### src/hdl/isw_pkg.sv
/*
 * Package for the system control block: the watchdog, the interrupt
 * controller, the stack engine and the power manager.
 * It holds the register offsets, field positions, reset values and counts,
 * and the carrier types shared by the design and the bench.
 * It assumes a single 50 MHz core clock domain.
 */
package isw_pkg;

    // ------------------------------------------------------------
    // register map (4-bit index, 8-bit data)
    // ------------------------------------------------------------
    localparam logic [3:0] REG_MISC = 4'h0;
    localparam logic [3:0] REG_IRQ_ENABLE = 4'h1;
    localparam logic [3:0] REG_IRQ_FLAGS = 4'h2;
    localparam logic [3:0] REG_EDGE_LO = 4'h3;
    localparam logic [3:0] REG_EDGE_HI = 4'h4;
    localparam logic [3:0] REG_STACK_POINTER = 4'h5;
    localparam logic [3:0] REG_DIER_A = 4'h6;
    localparam logic [3:0] REG_DIER_B = 4'h7;
    localparam logic [3:0] REG_COMP_CTRL = 4'h8;
    localparam logic [3:0] REG_STATUS = 4'h9;

    // ------------------------------------------------------------
    // field positions
    // ------------------------------------------------------------
    localparam int MISC_WDT_SEL_LSB = 0;
    localparam int MISC_WDT_EN_BIT = 2;
    localparam int MISC_EXT_SEL_BIT = 3;
    localparam int COMP_EN_BIT = 7;
    localparam int COMP_WAKE_BIT = 6;
    localparam int PIN_A0_IDX = 0;
    localparam int PIN_A5_IDX = 5;
    localparam int PIN_B0_IDX = 8;

    // ------------------------------------------------------------
    // reset values
    // ------------------------------------------------------------
    localparam logic [7:0] MISC_RST = 8'h00;
    localparam logic [7:0] REG8_RST = 8'h00;
    localparam logic [15:0] PC_RST = 16'h0000;

    // ------------------------------------------------------------
    // counts and addresses
    // ------------------------------------------------------------
    localparam int WDT_CLK_8K = 8192;
    localparam int WDT_CLK_16K = 16384;
    localparam int WDT_CLK_64K = 65536;
    localparam int WDT_CLK_256K = 262144;
    localparam logic [17:0] WDT_LAST_8K = 18'(WDT_CLK_8K - 1);
    localparam logic [17:0] WDT_LAST_16K = 18'(WDT_CLK_16K - 1);
    localparam logic [17:0] WDT_LAST_64K = 18'(WDT_CLK_64K - 1);
    localparam logic [17:0] WDT_LAST_256K = 18'(WDT_CLK_256K - 1);
    localparam int WAKE_SLOW_TICKS = 3000;
    localparam logic [11:0] WAKE_LAST = 12'(WAKE_SLOW_TICKS - 1);
    localparam logic [15:0] IRQ_VECTOR = 16'h0010;
    localparam logic [7:0] SP_STEP = 8'h02;

    // edge selection codes per source
    localparam logic [1:0] EDGE_BOTH = 2'b00;
    localparam logic [1:0] EDGE_RISE = 2'b01;
    localparam logic [1:0] EDGE_FALL = 2'b10;

    // ------------------------------------------------------------
    // types
    // ------------------------------------------------------------
    typedef enum logic [1:0] {
        PWR_RUN = 2'b00,
        PWR_LIGHT = 2'b01,
        PWR_DEEP = 2'b10,
        PWR_WAKE = 2'b11
    } isw_pwr_t;

    // one-cycle instruction strobes from the core
    typedef struct packed {
        logic engint;
        logic disgint;
        logic reti;
        logic pushaf;
        logic popaf;
        logic stopexe;
        logic stopsys;
        logic wdreset;
    } isw_cmd_t;

    // per-timer state from the three timers (wide, narrow a, narrow b)
    typedef struct packed {
        logic [2:0] clk_is_sys;
        logic [2:0] osc_on;
        logic [2:0] match;
    } isw_tmr_t;

endpackage : isw_pkg

### src/hdl/isw_ctrl.sv
/*
 * System control block: watchdog on the slow oscillator, eight-source
 * interrupt controller with stack entry and return, accumulator/flag
 * push and pop, and the light/deep sleep power manager.
 * Assumes the core, timers, comparator and touch unit run on core_clk_i;
 * the pins and the slow oscillator output are asynchronous.
 */
// Decided for this implementation: the placing of the registers and the address-and-strobe port.
`timescale 1ns/10ps
module isw_ctrl #(
    parameter int PIN_W = 16,
    parameter int STACK_WORDS = 64
) (
    input wire logic core_clk_i,
    input wire logic resetn_i,
    input wire logic ce_i,
    input wire logic [3:0] reg_addr_i,
    input wire logic [7:0] reg_wdata_i,
    input wire logic reg_wr_i,
    input wire logic reg_rd_i,
    output logic [7:0] reg_rdata_o,
    input wire logic slow_rc_osc_i,
    input wire logic [PIN_W-1:0] pins_i,
    input wire logic [PIN_W-1:0] pin_is_input_i,
    input wire logic [5:0] periph_src_i,
    input wire logic comparator_out_i,
    input wire isw_pkg::isw_tmr_t tmr_i,
    input wire isw_pkg::isw_cmd_t cmd_i,
    input wire logic core_ready_i,
    input wire logic [15:0] core_pc_i,
    input wire logic [15:0] core_af_i,
    output logic pc_load_o,
    output logic [15:0] pc_value_o,
    output logic [15:0] af_value_o,
    output logic af_load_o,
    output logic gie_o,
    output logic wdt_rst_o,
    output logic sys_clk_en_o,
    output logic osc_en_o,
    output logic prog_mem_en_o,
    output logic [2:0] timer_run_o
);
    import isw_pkg::*;

    // ------------------------------------------------------------
    // registers and state
    // ------------------------------------------------------------
    logic [7:0] misc;
    logic [7:0] irq_enable_reg;
    logic [7:0] irq_flags;
    logic [15:0] edge_sel;
    logic [7:0] stack_pointer;
    logic [PIN_W-1:0] pin_digital_input_enable;
    logic [7:0] comp_ctrl;
    logic gie;
    isw_pwr_t pwr_state;
    logic [17:0] watchdog_counter;
    logic [11:0] wake_cnt;
    logic [15:0] stack_mem [STACK_WORDS];

    logic [PIN_W-1:0] pin_sync1;
    logic [PIN_W-1:0] pin_sync2;
    logic [PIN_W-1:0] pin_prev;
    logic slow_sync1;
    logic slow_sync2;
    logic slow_prev;
    logic [7:0] src_prev;

    // ------------------------------------------------------------
    // register decode
    // ------------------------------------------------------------
    wire wr_misc = reg_wr_i && reg_addr_i == REG_MISC;
    wire wr_en = reg_wr_i && reg_addr_i == REG_IRQ_ENABLE;
    wire wr_flags = reg_wr_i && reg_addr_i == REG_IRQ_FLAGS;
    wire wr_edge_lo = reg_wr_i && reg_addr_i == REG_EDGE_LO;
    wire wr_edge_hi = reg_wr_i && reg_addr_i == REG_EDGE_HI;
    wire wr_sp = reg_wr_i && reg_addr_i == REG_STACK_POINTER;
    wire wr_dier_a = reg_wr_i && reg_addr_i == REG_DIER_A;
    wire wr_dier_b = reg_wr_i && reg_addr_i == REG_DIER_B;
    wire wr_comp = reg_wr_i && reg_addr_i == REG_COMP_CTRL;

    wire [7:0] status_val = {gie, 5'h00, pwr_state};
    wire [7:0] rd_mux =
        (reg_addr_i == REG_MISC) ? misc :
        (reg_addr_i == REG_IRQ_ENABLE) ? irq_enable_reg :
        (reg_addr_i == REG_IRQ_FLAGS) ? irq_flags :
        (reg_addr_i == REG_EDGE_LO) ? edge_sel[7:0] :
        (reg_addr_i == REG_EDGE_HI) ? edge_sel[15:8] :
        (reg_addr_i == REG_STACK_POINTER) ? stack_pointer :
        (reg_addr_i == REG_DIER_A) ? pin_digital_input_enable[7:0] :
        (reg_addr_i == REG_DIER_B) ? pin_digital_input_enable[15:8] :
        (reg_addr_i == REG_COMP_CTRL) ? comp_ctrl :
        (reg_addr_i == REG_STATUS) ? status_val : 8'h00;

    // ------------------------------------------------------------
    // slow oscillator tick and watchdog
    // ------------------------------------------------------------
    wire slow_tick = slow_sync2 && !slow_prev;
    wire [1:0] wdt_sel = misc[MISC_WDT_SEL_LSB +: 2];
    wire wdt_en = misc[MISC_WDT_EN_BIT];
    wire [17:0] wdt_last =
        (wdt_sel == 2'b00) ? WDT_LAST_8K :
        (wdt_sel == 2'b01) ? WDT_LAST_16K :
        (wdt_sel == 2'b10) ? WDT_LAST_64K : WDT_LAST_256K;
    wire wdt_expire = wdt_en && slow_tick && watchdog_counter == wdt_last;
    wire wdt_clear = !wdt_en || cmd_i.wdreset || wdt_expire;
    wire [17:0] next_wdt = wdt_clear ? 18'h00000 :
        (slow_tick ? watchdog_counter + 18'h00001 : watchdog_counter);

    // ------------------------------------------------------------
    // interrupt sources and edge detection
    // ------------------------------------------------------------
    wire ext_a = misc[MISC_EXT_SEL_BIT] ? pin_sync2[PIN_A5_IDX]
                                        : pin_sync2[PIN_A0_IDX];
    wire [7:0] src_now = {periph_src_i, pin_sync2[PIN_B0_IDX],
                          ext_a};
    logic [7:0] src_event;

    genvar gi;
    generate
        for (gi = 0; gi < 8; gi++) begin : g_edge
            wire rise = src_now[gi] && !src_prev[gi];
            wire fall = !src_now[gi] && src_prev[gi];
            wire [1:0] es = edge_sel[2*gi +: 2];
            assign src_event[gi] = (es == EDGE_RISE) ? rise :
                (es == EDGE_FALL) ? fall : (rise || fall);
        end
    endgenerate

    // set wins over a software clear in the same cycle
    wire [7:0] next_flags = (wr_flags ? (irq_flags & reg_wdata_i) : irq_flags)
                            | src_event;
    wire irq_pending = |(irq_flags & irq_enable_reg);
    wire any_cmd = |cmd_i;
    wire take_irq = gie && irq_pending && core_ready_i && !any_cmd
                    && pwr_state == PWR_RUN;

    // ------------------------------------------------------------
    // stack engine
    // ------------------------------------------------------------
    wire [7:0] sp_up = stack_pointer + SP_STEP;
    wire [7:0] sp_dn = stack_pointer - SP_STEP;
    localparam int SI_W = $clog2(STACK_WORDS);
    wire [SI_W-1:0] push_idx = stack_pointer[SI_W:1];
    wire [SI_W-1:0] pop_idx = sp_dn[SI_W:1];
    wire do_push = take_irq || cmd_i.pushaf;
    wire [15:0] push_data = take_irq ? core_pc_i : core_af_i;
    wire do_pop = cmd_i.reti || cmd_i.popaf;

    wire [7:0] next_sp = wr_sp ? reg_wdata_i :
        do_push ? sp_up : (do_pop ? sp_dn : stack_pointer);

    wire next_gie = take_irq ? 1'b0 :
        (cmd_i.reti || cmd_i.engint) ? 1'b1 :
        (cmd_i.disgint ? 1'b0 : gie);

    // ------------------------------------------------------------
    // wake detection
    // ------------------------------------------------------------
    wire pin_wake = |((pin_sync2 ^ pin_prev) & pin_digital_input_enable
                      & pin_is_input_i);
    wire tmr_wake = |(tmr_i.match & ~tmr_i.clk_is_sys);
    wire cmp_wake = comp_ctrl[COMP_EN_BIT] && comp_ctrl[COMP_WAKE_BIT]
                    && comparator_out_i;
    wire light_wake = pin_wake || tmr_wake || cmp_wake;
    wire deep_wake = pin_wake;

    // ------------------------------------------------------------
    // power state machine
    // ------------------------------------------------------------
    isw_pwr_t next_pwr;
    always_comb begin
        next_pwr = pwr_state;
        unique case (pwr_state)
            PWR_RUN: begin
                if (cmd_i.stopsys) begin
                    next_pwr = PWR_DEEP;
                end else if (cmd_i.stopexe) begin
                    next_pwr = PWR_LIGHT;
                end
            end
            PWR_LIGHT: begin
                if (light_wake) begin
                    next_pwr = PWR_WAKE;
                end
            end
            PWR_DEEP: begin
                if (deep_wake) begin
                    next_pwr = PWR_WAKE;
                end
            end
            PWR_WAKE: begin
                if (slow_tick && wake_cnt == WAKE_LAST) begin
                    next_pwr = PWR_RUN;
                end
            end
        endcase
    end

    wire [11:0] next_wake_cnt = (pwr_state != PWR_WAKE) ? 12'h000 :
        (slow_tick ? wake_cnt + 12'h001 : wake_cnt);

    // clock gates follow the next state so they flip with it
    wire next_sys_clk_en = next_pwr == PWR_RUN;
    wire next_osc_en = next_pwr != PWR_DEEP;
    wire [2:0] light_timers = tmr_i.osc_on & ~tmr_i.clk_is_sys;
    wire [2:0] next_timer_run = (next_pwr == PWR_RUN) ? 3'h7 :
        (next_pwr == PWR_DEEP) ? 3'h0 : light_timers;

    // ------------------------------------------------------------
    // synchronisers
    // ------------------------------------------------------------
    always_ff @(posedge core_clk_i or negedge resetn_i) begin
        if (!resetn_i) begin
            pin_sync1 <= '0;
            pin_sync2 <= '0;
            slow_sync1 <= 1'b0;
            slow_sync2 <= 1'b0;
        end else if (ce_i) begin
            pin_sync1 <= pins_i;
            pin_sync2 <= pin_sync1;
            slow_sync1 <= slow_rc_osc_i;
            slow_sync2 <= slow_sync1;
        end
    end

    // ------------------------------------------------------------
    // history and watchdog
    // ------------------------------------------------------------
    always_ff @(posedge core_clk_i or negedge resetn_i) begin
        if (!resetn_i) begin
            pin_prev <= '0;
            slow_prev <= 1'b0;
            src_prev <= 8'h00;
            watchdog_counter <= 18'h00000;
            wdt_rst_o <= 1'b0;
        end else if (ce_i) begin
            pin_prev <= pin_sync2;
            slow_prev <= slow_sync2;
            src_prev <= src_now;
            watchdog_counter <= next_wdt;
            wdt_rst_o <= wdt_expire;
        end
    end

    // ------------------------------------------------------------
    // software registers
    // ------------------------------------------------------------
    always_ff @(posedge core_clk_i or negedge resetn_i) begin
        if (!resetn_i) begin
            misc <= MISC_RST;
            irq_enable_reg <= REG8_RST;
            edge_sel <= {REG8_RST, REG8_RST};
            pin_digital_input_enable <= '0;
            comp_ctrl <= REG8_RST;
            irq_flags <= REG8_RST;
        end else if (ce_i) begin
            if (wr_misc) misc <= reg_wdata_i;
            if (wr_en) irq_enable_reg <= reg_wdata_i;
            if (wr_edge_lo) edge_sel[7:0] <= reg_wdata_i;
            if (wr_edge_hi) edge_sel[15:8] <= reg_wdata_i;
            if (wr_dier_a) pin_digital_input_enable[7:0] <= reg_wdata_i;
            if (wr_dier_b) pin_digital_input_enable[15:8] <= reg_wdata_i;
            if (wr_comp) comp_ctrl <= reg_wdata_i;
            irq_flags <= next_flags;
        end
    end

    // ------------------------------------------------------------
    // stack memory, no reset needed on contents
    // ------------------------------------------------------------
    always_ff @(posedge core_clk_i) begin
        if (ce_i && do_push) begin
            stack_mem[push_idx] <= push_data;
        end
    end

    // ------------------------------------------------------------
    // core hand-off and power outputs
    // ------------------------------------------------------------
    always_ff @(posedge core_clk_i or negedge resetn_i) begin
        if (!resetn_i) begin
            stack_pointer <= REG8_RST;
            gie <= 1'b0;
            pc_load_o <= 1'b0;
            pc_value_o <= PC_RST;
            af_load_o <= 1'b0;
            af_value_o <= PC_RST;
            reg_rdata_o <= 8'h00;
            pwr_state <= PWR_RUN;
            wake_cnt <= 12'h000;
        end else if (ce_i) begin
            stack_pointer <= next_sp;
            gie <= next_gie;
            pc_load_o <= take_irq || cmd_i.reti;
            if (take_irq) begin
                pc_value_o <= IRQ_VECTOR;
            end else if (cmd_i.reti) begin
                pc_value_o <= stack_mem[pop_idx];
            end
            af_load_o <= cmd_i.popaf;
            if (cmd_i.popaf) begin
                af_value_o <= stack_mem[pop_idx];
            end
            reg_rdata_o <= reg_rd_i ? rd_mux : 8'h00;
            pwr_state <= next_pwr;
            wake_cnt <= next_wake_cnt;
        end
    end

    always_ff @(posedge core_clk_i or negedge resetn_i) begin
        if (!resetn_i) begin
            gie_o <= 1'b0;
            sys_clk_en_o <= 1'b1;
            osc_en_o <= 1'b1;
            prog_mem_en_o <= 1'b1;
            timer_run_o <= 3'h7;
        end else if (ce_i) begin
            gie_o <= next_gie;
            sys_clk_en_o <= next_sys_clk_en;
            osc_en_o <= next_osc_en;
            prog_mem_en_o <= next_sys_clk_en;
            timer_run_o <= next_timer_run;
        end
    end

endmodule : isw_ctrl

### config.mk
export PLATFORM = sky130hd
export DESIGN_NAME = isw_ctrl
export DESIGN_NICKNAME = d
export VERILOG_FILES = /design/src/hdl/isw_pkg.sv /design/src/hdl/isw_ctrl.sv
export SDC_FILE = /design/constraint.sdc
export NUM_CORES = 1
export LEC_CHECK = 0
export BUFFER_PORTS_ARGS = -buffer_cell sky130_fd_sc_hd__buf_4
export CAP_MARGIN = 20
export CORE_MARGIN = 10
export CORE_UTILIZATION = 30
export DETAILED_ROUTE_END_ITERATION = 10
export PLACE_DENSITY = 0.52
export SYNTH_ARGS = -nofsm -noshare
export SYNTH_HDL_FRONTEND = slang
export SYNTH_SLANG_ARGS = --single-unit
export TNS_END_PERCENT = 20
### constraint.sdc
create_clock -name core_clk_i -period 5.4 [get_ports core_clk_i]
set_input_delay 0.81 -clock core_clk_i [delete_from_list [all_inputs] [get_ports core_clk_i]]
set_output_delay 0.81 -clock core_clk_i [all_outputs]
set_load 0.005 [all_outputs]
# Word-level counts from Yosys, hierarchy flattened

Memories as Yosys holds them, arrays and structs flattened.
Cells that the tools add are included.

Flip-flop bits (word level): 212
Bits in writable memories: 1024
Input bits: 107
Memories kept: 1

Memory list:

| name      | words | width | rd ports | clocked after memory_dff | wr ports | line           | text |
|---|---|---|---|---|---|---|---|
| stack_mem | 64    | 16    | 1        | 0                        | 1        | isw_ctrl.sv:59 | `logic [15:0] stack_mem [STACK_WORDS];` |

$add $sub $neg: 4
Equality and inequality tests: 35
Muxes and demuxes: 55
Bitwise gates (word level): 9
Reduce and logical (&&, ||, !) cells: 97

Operators with widths:

| cell                    | count |
|---|---|
| $mux W8                 | 15 |
| $mux W18                | 5 |
| $mux W16                | 3 |
| $logic_and A1 B1 Y1     | 36 |
| $and A16 B16 Y16        | 2 |
| $reduce_and A2 Y1       | 13 |
| $eq A2 B2 Y1 const B    | 12 |
| $mux W12                | 2 |
| $mux W1                 | 22 |
| $eq A2 B1 Y1 const B    | 10 |
| $logic_not A1 Y1        | 19 |
| $add A18 B1 Y18 const B | 1 |
| $eq A18 B18 Y1          | 1 |
| $and A8 B8 Y8           | 2 |
| $eq A4 B3 Y1 const B    | 4 |
| $logic_or A1 B1 Y1      | 16 |
| $reduce_or A16 Y1       | 1 |
| $reduce_or A8 Y1        | 2 |
| $xor A16 B16 Y16        | 1 |
| $add A12 B1 Y12 const B | 1 |
| $eq A12 B12 Y1 const B  | 1 |
| $mux W2                 | 5 |
| $add A8 B2 Y8 const B   | 1 |
| $eq A4 B2 Y1 const B    | 2 |
| other kinds (14)        | 23 |

# Longest topological paths before layout

Depth in word-level cells: 12
Mapped depth: 15
Depth with buffers taken out: 8

# Worst setup path before layout

Ideal clock, no wire load.

Path kind: reg2reg
From: register stack_pointer[1]
To: register af_value_o[14], read port of stack_mem
Library setup time: 0.125 ns
Data arrival time: 3.360 ns
Data required time: 5.275 ns
Setup slack: 1.915 ns
Stages on the path, launching flop included: 15
Path buffers: 6
Clock period less this slack: 3.485 ns
Cells stage by stage: dfrtp_1 > buf_2 > buf_4 > buf_4 > inv_2 > buf_1 > ha_1 > buf_4 > xor2_4 > buf_6 > mux4_2 > mux2i_1 > a221oi_1 > a32o_1 > mux2_2

Longest elaborated chain between the ends: 2

Ends and longest elaborated chain:

| element                  | line            | text |
|---|---|---|
| start: declaration       | isw_ctrl.sv:52  | `logic [7:0] stack_pointer;` |
| start signal: assignment | isw_ctrl.sv:293 | `stack_pointer <= next_sp;` |
| $sub A8 B2 Y8            | isw_ctrl.sv:142 | `wire [7:0] sp_dn = stack_pointer - SP_STEP;` |
| $mem_v2 Z64 W16          | n/a             |  |
| end: declaration         | isw_ctrl.sv:34  | `output logic [15:0] af_value_o,` |

Every way passes these cells.
A chain may end at the register's enable or synchronous reset.

# Worst setup path after layout

From: register stack_pointer[1]
To: register af_value_o[8], read port of stack_mem

The elaborated chain is that of the path after synthesis.

==> results by group <==
Run status
  • Run status: complete, no violations

Logic synthesis
  • Ys async rst share: 17.1%
  • Post-synth EDFFs: 1024
  • Mapped cell area: 49900 sq um
  • Leading area contributor after synthesis: edfxtp_1
  • Ranking of synthesized cells by area: edfxtp_1, mux4_2, dfrtp_1, mux2_2, mux2i_1
  • #FFs+latches synth: 1235
  • Seq/Total Area, Yosys: 72.2%
  • Top-count cell post-synth: edfxtp_1
  • Post-Synthesis Cells: 2690
  • Top post-synthesis cells by count: edfxtp_1, mux4_2, dfrtp_1
  • Syn nets: 2817
  • Mapped Avg Cell Area: 18.6 sq um
  • Predominant post-synthesis flop cell: edfxtp_1
  • Synth unique cells: 68
  • Synthesis Warnings: 0
  • Top-area cell type share of the netlist area: 61.6%

Timing
  • Hold Violations, Final: 0
  • RSZ-0062 raised after global routing: no
  • Slew headroom: 25.8%
  • Fin. max-slew vios: 0
  • Measured slew at the worst slew-check pin: 1.11 ns
  • Setup_tns: 0 ns
  • Clock skew: 0.0309 ns
  • Crit share post-route: 73.5%
  • FMAX: 252 MHz
  • Final setup fails: 0
  • Fin crit period: 3.97 ns

Setup path
  • CP Cell Sequence: inv_2 -> ha_4 -> xor2_4 -> buf_4 -> buf_4 -> mux4_2 -> nand2_1 -> a31oi_1 -> a32o_1 -> mux2_2
  • Slowest stage cell, crit path: dfrtp_4
  • Critical Path Fanout Max: 33
  • Startpoint types: register
  • Worst EP arrival: 4.62 ns
  • CP most frequent cell: buf_4
  • Crit path capture type: register
  • Reg2Reg Setup Slack: 1.43 ns
  • Crit path kind: reg -> reg
  • Required @ worst endpoint: 6.05 ns
  • CP max stage delay: 0.84 ns

Global routing
  • Vias in the first global route: 27303
  • Antenna violations before repair: 6
  • Pin count of the biggest net entering global routing: 124
  • Total GRT Usage: 15.3%
  • Global route total overflow: 0
  • First-pass GRT wire length: 206000 microns

Final layout
  • Non-Filler Instances: 5272
  • # nets final: 3106
  • Largest Register: stack_mem
  • Largest regs: stack_mem (1024), watchdog_counter (18)
  • Ratio of cells with drive above 1 in the final layout: 29.7%
  • Max reg flops: 1024
  • Area delta synth->final: 17.5%

CTS
  • Post-CTS Hold Fix Bufs: 0
  • Resize count post-CTS: 0
  • # clock sinks: 1235
  • TritonCTS clock tree: yes
  • Post-CTS setup buffers: 0
  • Clk_lat worst skew: 0.77 ns
  • Max clock buf depth: 3
  • Root buf cell: clkbuf_16
  • Clock transition at the registers of the reported paths: 0.06 ns
  • CTS HTree Levels: 4
  • CTS Buf Count: 130

Worst hold path
  • Worst min path class: in -> async

Die
  • Die height: 428 microns
  • Initial Util: 30.2%
  • I/O pins: 157
  • Die Area: 183000 sq um
  • Die width: 428 microns
  • Site Rows: 149
  • Core box area: 165000 sq um

Placement
  • Placed cells: 5034
  • Final GP Congestion: 0.810
  • # port buffers: 156
  • Post-DP HPWL: 93400 microns

Pwr
  • Worst vdd ir: 360 uV
  • Leak Pwr: 19.9 nW
  • Power per Cell Area: 494 nW/um^2

Drt
  • Drt initial violations: 2665
  • Drt via density: 5.05
  • DRT antenna net count: 0
  • Avg WL per Cell: 27.2 microns
  • Vias: 26633
  • DRC viols: 0
  • DRT Wirelength: 143000 microns
  • DRT Pass-1 Iters: 5

Job
  • Max-Cap Viols: 0
cell usage in the layout (no fill, tap or decap), types with 12 or more instances in the layout:
cell type     n
a21oi_1      29
a221o_1      14
a22o_1       21
a22oi_1      12
a32o_1       43
buf_4       293
clkbuf_1     36
clkbuf_16   134
clkinv_1     14
clkinv_2     20
dfrtp_1     205
edfxtp_1   1024
ha_1         19
inv_1        34
mux2_2      141
mux2i_1     101
mux4_2      256
nand2_1     183
nand3_1      31
nand4_1      12
nor2_1      129
nor2b_1      14
o21ai_0      55
o32ai_1      12
xnor2_1      16
xor2_1       33
worst max-delay path, delay by kind of cell (launching register included):
| kind | cells | cell delay (ns) |
|---|---|---|
| AO/OA/AOI/OAI | 2 | 0.52 |
| XOR/XNOR | 1 | 0.35 |
| adder cells (fa/ha/maj) | 1 | 0.24 |
| buffers and inverters | 3 | 0.93 |
| flip-flops | 1 | 0.84 |
| multiplexers | 2 | 0.83 |
| AND/OR/NAND/NOR | 1 | 0.10 |
path summary, 6_finish.rpt:
path                            cells past startpoint        startpoint        endpoint
worst max-delay path                               10  stack_pointer[1]   af_value_o[8]
worst min-delay path                                1          resetn_i    pin_sync1[4]
worst max register to register                     10  stack_pointer[1]   af_value_o[8]
worst min register to register                      2          osc_en_o        osc_en_o
max in group asynchronous                           2          resetn_i  af_value_o[11]
min in group core_clk_i                             2        pins_i[15]   pin_sync1[15]
metrics by stage:
step           hold slack (ns)  util, %  power (mW)  setup slack (ns)  area, sq um
3_5_place_dp             0.480     32.9        20.3              1.31        54400
3_3_place_gp             0.481     32.9        20.3              1.29        54400
5_1_grt                  0.257     35.5        30.0              1.19        58600
4_1_cts                  0.190     35.5        29.2              1.39        58600
6_report                 0.164     35.5        29.0              1.43        58600
2_1_floorplan            0.449        -        16.5              1.91        49900
routing by layer:
metal | routed length [microns] | vias up | GRT usage, %
met5 | 13 | - | 0
met4 | 4480 | 2 | 5.33
met3 | 8190 | 215 | 2.89
met2 | 69100 | 841 | 24.7
met1 | 61700 | 14213 | 20.6
li1 | - | 11362 | -
cell type report:
class	count	area, sq um
multi-input cells	1272	13100
fillers	15498	107000
clock inverters	55	612
diodes	2	5.00
clock buffers	179	3610
well taps	2189	2740
repair buffers	304	2410
inverters	36	135
flip-flops and latches	1235	36000
cells by family after synthesis:
group | share of synthesized area [%]
xor+xnor | 0.933
simple gates | 4.03
buf+inv | 1.72
flops | 72.2
compound gates | 3.86
fa+ha+maj | 0.501
mux | 16.8
where the power goes:
group	internal [mW]	switching, mW
Sequential	10.8	0.494
Clock	5.18	3.73
Combinational	3.50	5.29
Total	19.4	9.52
Power figures use the tool's default switching activity.
